**config.mk**
```make
export PLATFORM = sky130hd
export DESIGN_NAME = ctw_regs
export DESIGN_NICKNAME = d
export VERILOG_FILES = /design/src/pkg/ctw_pkg.sv /design/src/design/ctw_stamp_counter.sv /design/src/design/ctw_regs.sv
export VERILOG_INCLUDE_DIRS = /design/src /design/src/pkg
export SDC_FILE = /design/constraint.sdc
export NUM_CORES = 1
export LEC_CHECK = 0
export BUFFER_PORTS_ARGS = -buffer_cell sky130_fd_sc_hd__buf_2
export CAP_MARGIN = 20
export CORE_ASPECT_RATIO = 2
export CORE_MARGIN = 2
export CORE_UTILIZATION = 30
export DETAILED_ROUTE_END_ITERATION = 10
export PLACE_DENSITY = 0.51
export SYNTH_ARGS = -nofsm -noshare
export SYNTH_HDL_FRONTEND = slang
export SYNTH_SLANG_ARGS = --single-unit
```
**constraint.sdc**
```tcl
create_clock -name i_mclk -period 6.2 [get_ports i_mclk]
set_input_delay 0.31 -clock i_mclk [delete_from_list [all_inputs] [get_ports i_mclk]]
set_output_delay 0.31 -clock i_mclk [all_outputs]
set_load 0.05 [all_outputs]
```
**src/pkg/ctw_params.svh**
```systemverilog
`ifndef CTW_PARAMS_SVH
`define CTW_PARAMS_SVH
`define CTW_ADDR_ID_CMD 2'h0
`define CTW_ADDR_GEN_CFG 2'h2
`define CTW_CFG_RESET 16'h0000
`define CTW_CMD_TOKEN_BIT 0
`define CTW_CMD_WDOG_BIT 1
`define CTW_CMD_SOFT_RST_BIT 2
`define CTW_CFG_WDOG_DIS 0
`define CTW_CFG_PRIO 1
`define CTW_CFG_RING_DIS 2
`define CTW_CFG_STAMP_BIN 3
`define CTW_CFG_SYNC_DIV 4
`define CTW_CFG_HDLC_IN7 5
`define CTW_CFG_FRAME_LO 6
`define CTW_CFG_FRAME_HI 7
`define CTW_CFG_BIT_CLK 8
`define CTW_STAMP_START 16'hFFFF
`define CTW_DEC_START 16'h9999
`define CTW_DIV32 6'h1F
`define CTW_DIV30 6'h1D
`define CTW_CLK_HZ 50000000
`define CTW_STEP_MS 250
`endif

```
**src/pkg/ctw_pkg.sv**
```systemverilog
`default_nettype none
package ctw_pkg;
  typedef enum logic [1:0] {
    CTW_FRAME_PLAIN,
    CTW_FRAME_GCI,
    CTW_FRAME_VSTAR,
    CTW_FRAME_UNUSED
  } ctw_frame_type;
  typedef enum {
    CTW_TOK_IDLE,
    CTW_TOK_HELD,
    CTW_TOK_PASS
  } ctw_tok_state_type;
endpackage
`default_nettype wire

```
**src/design/ctw_stamp_counter.sv**
```systemverilog
`include "ctw_params.svh"
`default_nettype none
module ctw_stamp_counter
  import ctw_pkg::*;
(
  // Clock and reset
  input wire logic i_mclk,
  input wire logic i_reset_n,
  // Control
  input wire logic i_step,
  input wire logic i_binary,
  input wire logic i_restart,
  // Count
  output logic [15:0] o_count
);
  logic [15:0] count_reg;
  logic [15:0] count_next;

  function automatic logic [15:0] bcd_dec(input logic [15:0] v);
    logic [15:0] r;
    logic borrow;
    r = v;
    borrow = 1'b1;
    for (int d = 0; d < 4; d++) begin
      if (borrow) begin
        if (r[d*4 +: 4] == 4'h0) begin
          r[d*4 +: 4] = 4'h9;
        end else begin
          r[d*4 +: 4] = r[d*4 +: 4] - 4'h1;
          borrow = 1'b0;
        end
      end
    end
    return r;
  endfunction

  assign count_next = i_binary ? 16'(count_reg - 16'h0001)
                               : bcd_dec(count_reg);

  always_ff @(posedge i_mclk) begin
    if (!i_reset_n) begin
      // Config leaves reset in decimal mode, whatever the old mode was
      count_reg <= `CTW_DEC_START;
    end else if (i_restart) begin
      count_reg <= i_binary ? `CTW_STAMP_START : `CTW_DEC_START;
    end else if (i_step) begin
      count_reg <= count_next;
    end
  end

  assign o_count = count_reg;
endmodule
`default_nettype wire

```
**src/design/ctw_regs.sv**
```systemverilog
`include "ctw_params.svh"
`default_nettype none
module ctw_regs
  import ctw_pkg::*;
#(
  // Arbitrary value
  parameter logic [15:0] ID_CODE = 16'h5A5A,
  parameter int STEP_CYCLES = `CTW_CLK_HZ / 1000 * `CTW_STEP_MS
)
(
  // Clock and reset
  input wire logic i_mclk,
  input wire logic i_reset_n,
  // Processor register port
  input wire logic i_cs,
  input wire logic i_wr,
  input wire logic [1:0] i_addr,
  input wire logic [15:0] i_wdata,
  output logic [15:0] o_rdata,
  // Token ring
  input wire logic i_token_in,
  input wire logic i_mem_req,
  output logic o_mem_grant,
  output logic o_token_out,
  // Watchdog
  input wire logic [15:0] i_timer_limit,
  output logic o_watchdog_out,
  // Time stamp
  output logic [15:0] o_stamp,
  // Circuit-wide reset
  output logic o_circuit_reset_n,
  // Sync and matrix
  input wire logic i_vcxo_tick,
  output logic o_vcxo_sync,
  input wire logic i_hdlc_tx_seven,
  input wire logic i_matrix_serial_in_seven,
  output logic o_matrix_in_seven,
  output ctw_frame_type o_frame_type,
  output logic o_bit_clock_rate
);
  // ---------------------------------------------
  // Register decode
  // ---------------------------------------------
  logic [15:0] general_config_reg;
  logic [15:0] general_config_next;
  logic sys_reset_n;
  logic soft_reset_reg;
  wire wr_cmd = i_cs && i_wr && (i_addr == `CTW_ADDR_ID_CMD);
  wire wr_cfg = i_cs && i_wr && (i_addr == `CTW_ADDR_GEN_CFG);
  // only ones on live bits act
  wire cmd_token = wr_cmd && i_wdata[`CTW_CMD_TOKEN_BIT];
  wire cmd_wdog = wr_cmd && i_wdata[`CTW_CMD_WDOG_BIT];
  wire cmd_soft = wr_cmd && i_wdata[`CTW_CMD_SOFT_RST_BIT];

  wire cfg_wdog_dis = general_config_reg[`CTW_CFG_WDOG_DIS];
  wire cfg_prio = general_config_reg[`CTW_CFG_PRIO];
  wire cfg_ring_dis = general_config_reg[`CTW_CFG_RING_DIS];
  wire cfg_stamp_bin = general_config_reg[`CTW_CFG_STAMP_BIN];
  wire cfg_sync_div = general_config_reg[`CTW_CFG_SYNC_DIV];
  wire cfg_hdlc_in7 = general_config_reg[`CTW_CFG_HDLC_IN7];

  assign sys_reset_n = i_reset_n && !soft_reset_reg;
  assign o_circuit_reset_n = sys_reset_n;

  always_ff @(posedge i_mclk) begin
    if (!i_reset_n) begin
      soft_reset_reg <= 1'b0;
    end else begin
      soft_reset_reg <= cmd_soft;
    end
  end

  // Spare bits stay readable and writable
  assign general_config_next = wr_cfg ? i_wdata : general_config_reg;

  always_ff @(posedge i_mclk) begin
    if (!sys_reset_n) begin
      general_config_reg <= `CTW_CFG_RESET;
    end else begin
      general_config_reg <= general_config_next;
    end
  end

  // ---------------------------------------------
  // Read path
  // ---------------------------------------------
  logic [15:0] rdata_reg;
  wire [15:0] rd_mux = (i_addr == `CTW_ADDR_ID_CMD) ? ID_CODE :
                       (i_addr == `CTW_ADDR_GEN_CFG) ? general_config_reg :
                       16'h0000;
  always_ff @(posedge i_mclk) begin
    if (!i_reset_n) begin
      rdata_reg <= 16'h0000;
    end else if (i_cs && !i_wr) begin
      rdata_reg <= rd_mux;
    end
  end
  assign o_rdata = rdata_reg;

  // ---------------------------------------------
  // 250 ms step divider and stamp counter
  // ---------------------------------------------
  logic [23:0] step_cnt_reg;
  wire step = (step_cnt_reg == 24'(STEP_CYCLES - 1));
  always_ff @(posedge i_mclk) begin
    if (!sys_reset_n || step) begin
      step_cnt_reg <= 24'h00_0000;
    end else begin
      step_cnt_reg <= step_cnt_reg + 24'h00_0001;
    end
  end

  logic stamp_bin_d_reg;
  always_ff @(posedge i_mclk) begin
    if (!sys_reset_n) begin
      stamp_bin_d_reg <= 1'b0;
    end else begin
      stamp_bin_d_reg <= cfg_stamp_bin;
    end
  end
  // Mode change restarts the count from its proper start value
  wire stamp_restart = (stamp_bin_d_reg != cfg_stamp_bin) ||
                       (!cfg_stamp_bin && cmd_wdog);

  ctw_stamp_counter u_stamp (
    .i_mclk(i_mclk),
    .i_reset_n(sys_reset_n),
    .i_step(step),
    .i_binary(cfg_stamp_bin),
    .i_restart(stamp_restart),
    .o_count(o_stamp)
  );

  // ---------------------------------------------
  // Watchdog
  // ---------------------------------------------
  logic [15:0] wdog_cnt_reg;
  logic wdog_out_reg;
  wire wdog_expired = (wdog_cnt_reg >= i_timer_limit);
  always_ff @(posedge i_mclk) begin
    if (!sys_reset_n) begin
      wdog_cnt_reg <= 16'h0000;
    end else if (cmd_wdog) begin
      wdog_cnt_reg <= 16'h0000;
    end else if (step && !wdog_expired) begin
      wdog_cnt_reg <= wdog_cnt_reg + 16'h0001;
    end
  end
  always_ff @(posedge i_mclk) begin
    if (!sys_reset_n) begin
      wdog_out_reg <= 1'b0;
    end else if (cfg_wdog_dis || cmd_wdog) begin
      wdog_out_reg <= 1'b0;
    end else if (wdog_expired) begin
      wdog_out_reg <= 1'b1;
    end
  end
  assign o_watchdog_out = wdog_out_reg;

  // ---------------------------------------------
  // Token ring
  // ---------------------------------------------
  logic token_in_meta_reg;
  logic token_in_sync_reg;
  logic token_in_prev_reg;
  always_ff @(posedge i_mclk) begin
    if (!sys_reset_n) begin
      token_in_meta_reg <= 1'b0;
      token_in_sync_reg <= 1'b0;
      token_in_prev_reg <= 1'b0;
    end else begin
      token_in_meta_reg <= i_token_in;
      token_in_sync_reg <= token_in_meta_reg;
      token_in_prev_reg <= token_in_sync_reg;
    end
  end
  wire token_arrive = token_in_sync_reg && !token_in_prev_reg;

  ctw_tok_state_type tok_state_reg;
  ctw_tok_state_type tok_state_next;
  logic token_out_reg;
  logic token_out_next;

  always_comb begin
    tok_state_next = tok_state_reg;
    token_out_next = 1'b0;
    case (tok_state_reg)
      CTW_TOK_IDLE: begin
        if (token_arrive || cmd_token) begin
          tok_state_next = CTW_TOK_HELD;
        end
      end
      CTW_TOK_HELD: begin
        if (!cfg_prio && i_mem_req) begin
          tok_state_next = CTW_TOK_PASS;
        end else if (!cfg_prio) begin
          tok_state_next = CTW_TOK_PASS;
        end
      end
      CTW_TOK_PASS: begin
        tok_state_next = CTW_TOK_IDLE;
        token_out_next = 1'b1;
      end
      default: begin
        tok_state_next = CTW_TOK_IDLE;
      end
    endcase
    if (cfg_ring_dis) begin
      tok_state_next = CTW_TOK_IDLE;
      token_out_next = 1'b0;
    end
  end

  always_ff @(posedge i_mclk) begin
    if (!sys_reset_n) begin
      tok_state_reg <= CTW_TOK_IDLE;
      token_out_reg <= 1'b0;
    end else begin
      tok_state_reg <= tok_state_next;
      token_out_reg <= token_out_next;
    end
  end
  assign o_token_out = token_out_reg;
  assign o_mem_grant = (tok_state_reg == CTW_TOK_HELD) && !cfg_ring_dis;

  // ---------------------------------------------
  // VCXO sync divider
  // ---------------------------------------------
  logic [5:0] vcxo_cnt_reg;
  logic vcxo_sync_reg;
  wire [5:0] vcxo_last = cfg_sync_div ? `CTW_DIV32 : `CTW_DIV30;
  wire vcxo_wrap = i_vcxo_tick && (vcxo_cnt_reg >= vcxo_last);
  always_ff @(posedge i_mclk) begin
    if (!sys_reset_n) begin
      vcxo_cnt_reg <= 6'h00;
      vcxo_sync_reg <= 1'b0;
    end else begin
      vcxo_sync_reg <= vcxo_wrap;
      if (vcxo_wrap) begin
        vcxo_cnt_reg <= 6'h00;
      end else if (i_vcxo_tick) begin
        vcxo_cnt_reg <= vcxo_cnt_reg + 6'h01;
      end
    end
  end
  assign o_vcxo_sync = vcxo_sync_reg;

  // ---------------------------------------------
  // Matrix input seven and line formats
  // ---------------------------------------------
  logic matrix_in7_reg;
  always_ff @(posedge i_mclk) begin
    if (!sys_reset_n) begin
      matrix_in7_reg <= 1'b0;
    end else begin
      matrix_in7_reg <= cfg_hdlc_in7 ? i_hdlc_tx_seven
                                     : i_matrix_serial_in_seven;
    end
  end
  assign o_matrix_in_seven = matrix_in7_reg;

  assign o_frame_type = ctw_frame_type'({
    general_config_reg[`CTW_CFG_FRAME_HI],
    general_config_reg[`CTW_CFG_FRAME_LO]});
  assign o_bit_clock_rate = general_config_reg[`CTW_CFG_BIT_CLK];
endmodule
`default_nettype wire

```
==> key figures <==
Pwr
  • Maximum VDD drop: about 0.12 mV
  • Sequential share of power: about 51%
  • Clk pwr share: a little over two fifths
  • Power per cell area: around 230 mW/mm^2
  • Pleak: roughly 2.3 nW
  • Logic gate share of total power: ~7.2%
  • NetSw: between 0.3 and 0.4 mW
  • Int Pwr: around 1 mW
  • Switch share: a little over a quarter

Critical path
  • Crit Reg-Reg Endpoint: wdog_cnt_reg[6]
  • Type of origin of the critical path: flip-flop
  • Register-to-Register Path Depth: 8
  • Crit path largest cell delay: around 0.47 ns
  • Worst Path Required: 6.46 ns
  • Crit path arrival time: 3.02 ns
  • Worst r2r src: wdog_cnt_reg[9]
  • Crit. End Element: flip-flop
  • Crit Path Max Fanout: 14
  • Critical Path, Cell by Cell: ha_1 > a21o_1 > a221o_1 > a221oi_1 > o211ai_1 > buf_4 > or4_1 > a21oi_1
  • Slowest cell on crit path: or4_1
  • R2R Setup Slk: 3.43 ns
  • Worst setup path class: reg -> reg

Placement
  • Port bufs: 82
  • Post-DP Area: roughly 0.0057 sq mm
  • Hpwl dp: 8900 um
  • Routability Congestion: roughly 0.83
  • Placement-stage worst setup slack: around 3.2 ns

Synthesis
  • Synth area leaders: dfxtp_1, ha_1, nand2_1
  • Post-synthesis sequential area ratio: between 40% and 50%
  • Seq cells post-synth: ~110
  • Leading area contributor after synthesis: dfxtp_1
  • Mapped cell area: 0.00517 sq mm
  • Number of flops mapped to enable cells by yosys: 0
  • Synth cell types: 65
  • Post-Syn Nets: 685
  • Post-synth top area share: around 41%
  • Synthesis Warnings: 0
  • Async set-or-reset flop fraction in the synthesized netlist: 0%
  • Mapped Cells: 620
  • Post-Syn Area per Cell: between 8 and 9 sq um
  • Synth Flop Type: dfxtp_1

Timing
  • Final Max Slew Viols: 0
  • Worst slew pin tran: about 1.1 ns
  • Final Cycle Share: between 40% and 50%
  • Fmax: 362 MHz
  • Setup TNS: 0 ns
  • Final Hold Vio Count: 0
  • Fin worst setup slack: roughly 3.4 ns
  • RSZ-0062 raised after global routing: false
  • Final hold slack: 0.176 ns
  • Relative slew slack: slightly below 30%
  • Fin crit period: 2.77 ns
  • Setup violators final: 0
  • Final clock skew: ~0.011 ns

Outcome
  • Status: finished, final reports clean

Clocking
  • Post-CTS sizing: 0
  • H-tree depth: 3
  • Clk slew on worst S/H paths: 0.08 ns
  • Clock sinks: ~110
  • CTS Buf Count: 9
  • Max Root-Sink Buffers: 2
  • Total setup buffers inserted after CTS: 0
  • Root Buffer: clkbuf_16
  • Hold buffers post-CTS: 0
  • CTS tree: done
  • Clk Latency, worst-skew pair: 0.34 ns

Routing
  • Post-DR vias/cell: around 5
  • Routed wire length: between 10,000 and 15,000 um
  • Routed len/inst: between 10 and 15 um
  • Via count: 4,573
  • Drt first pass iters: 4
  • DRC violations left: 0
  • Detail Route Antenna Nets: 0
  • DR iter-0 viols: roughly 180

GRT
  • Pin count of the biggest net entering global routing: 29
  • First-pass GRT wire length: roughly 21,000 um
  • GRT Util Overall: between 10% and 20%
  • Initial antenna violation count: 0
  • Number of global-route vias before repair: about 4,200
  • GR Overflow Total: 0

Hold path
  • Worst Hold End: token_in_meta_reg
  • Worst hold path class: in -> reg
  • Hold path depth: 2
  • Hold Crit Start: i_token_in

Cells and area
  • Final net count: between 700 and 800
  • Fraction of layout cells with a size suffix above 1: 16.9%
  • Ant diodes: 0
  • Layout Utilization: around a third
  • P&R area growth vs syn: 16.4%
  • Largest register FFs: 24
  • Final instance area: around 0.0060 sq mm

Floorplanning
  • Die Ht: about 190 um
  • CORE AREA: about 0.017 sq mm
  • Initial Util: between 30% and 40%
  • I/O pins: 84
  • Num rows: between 60 and 70
  • Chip width: between 90 and 100 um
  • Die area: roughly 0.018 sq mm

Job
  • Max-Cap Viols: 0
[how the worst max path moves through the flow]
stage | startpoint | endpoint | slack [ns] | depth (start not counted)
final | wdog_cnt_reg[9] | wdog_cnt_reg[6] | 3.43 | 8
after global routing | wdog_cnt_reg[9] | wdog_cnt_reg[6] | 3.23 | 8
after CTS | wdog_cnt_reg[9] | wdog_cnt_reg[6] | 3.26 | 7
after detailed placement | i_timer_limit[11] | wdog_cnt_reg[6] | 3.23 | 9
after global placement | i_timer_limit[9] | wdog_cnt_reg[6] | 3.21 | 9
after floorplan | i_timer_limit[9] | wdog_cnt_reg[7] | 3.82 | 9
[per-stage QoR]
| stage | cells | power [mW] |
|---|---|---|
| detailed placement | 884 | 0.809 |
| finish | 901 | 1.36 |
| global route | 901 | 1.42 |
| global placement | 884 | 0.809 |
| floorplan | 620 | 0.775 |
| CTS | 900 | 1.38 |
[cell usage after synthesis, types with 9 or more instances]
| master | number |
|---|---|
| clkbuf_1 | 22 |
| ha_1 | 22 |
| xnor2_1 | 10 |
| a21oi_1 | 50 |
| dfxtp_1 | 105 |
| nand4_1 | 12 |
| o21ai_0 | 33 |
| a22oi_1 | 9 |
| nand2_1 | 70 |
| nor3_1 | 18 |
| nor2b_1 | 23 |
| nand3_1 | 16 |
| nor2_1 | 61 |
| xor2_1 | 21 |
| or3_1 | 12 |
| inv_1 | 25 |
[power groups by stage]
stage               sequential (mW)  combinational [mW]  clock (mW)
CTS                           0.694              0.0995       0.587
global route                  0.696               0.110       0.615
global placement              0.710              0.0985           0
detailed placement            0.710              0.0990           0
floorplan                     0.719              0.0562           0
finish                        0.695              0.0980       0.565
[metal layers]
| metal | vias to the layer above | GRT usage, % | share of wire (%) |
|---|---|---|---|
| li1 | 2331 | - | - |
| met2 | 96 | 21.0 | 44 |
| met4 | 0 | 4.28 | 1.6 |
| met1 | 2133 | 19.1 | 51 |
| met3 | 13 | 2.50 | 3.5 |
| met5 | - | 0 | 0 |
[layout make-up]
| cell class | count | area [sq um] |
|---|---|---|
| clock inverters | 7 | 68.8 |
| repair buffers | 84 | 425 |
| flip-flops and latches | 105 | 2100 |
| well taps | 210 | 263 |
| multi-input cells | 460 | 2840 |
| clock buffers | 9 | 225 |
| inverters | 26 | 97.6 |
| fillers | 1799 | 11100 |
[worst max-delay path: cells and delay by family, from the launching register on]
family / cells / cell delay [ns]
and+or+nand+nor: 1 / 0.47
adders and majority gates: 1 / 0.28
AOI/OAI and AO/OA: 5 / 1.29
buffers and inverters: 1 / 0.23
DFF: 1 / 0.42
[cell usage in the layout, fill, tap and decap left out, drive strengths merged, types with 6 or more instances in the layout]
cell type  count
a21o           6
a21oi         50
a22oi          9
and2           6
and3           6
and4           6
buf           84
clkbuf         9
dfxtp        105
ha            22
inv           29
nand2         70
nand3         16
nand4         13
nor2          61
nor2b         23
nor3          18
o211ai         7
o21ai         34
or3           17
or4            6
xnor2         10
xor2          21
[logic make-up after synthesis]
family          after synthesis  synth area share [%]
simple gates                262                  26.2
buf+inv                      55                  4.47
mux                           4                 0.798
compound gates              141                  17.4
xor+xnor                     31                  5.25
flops                       105                  40.6
fa+ha+maj                    22                  5.32
No activity file was read; power rests on OpenSTA's default activity.
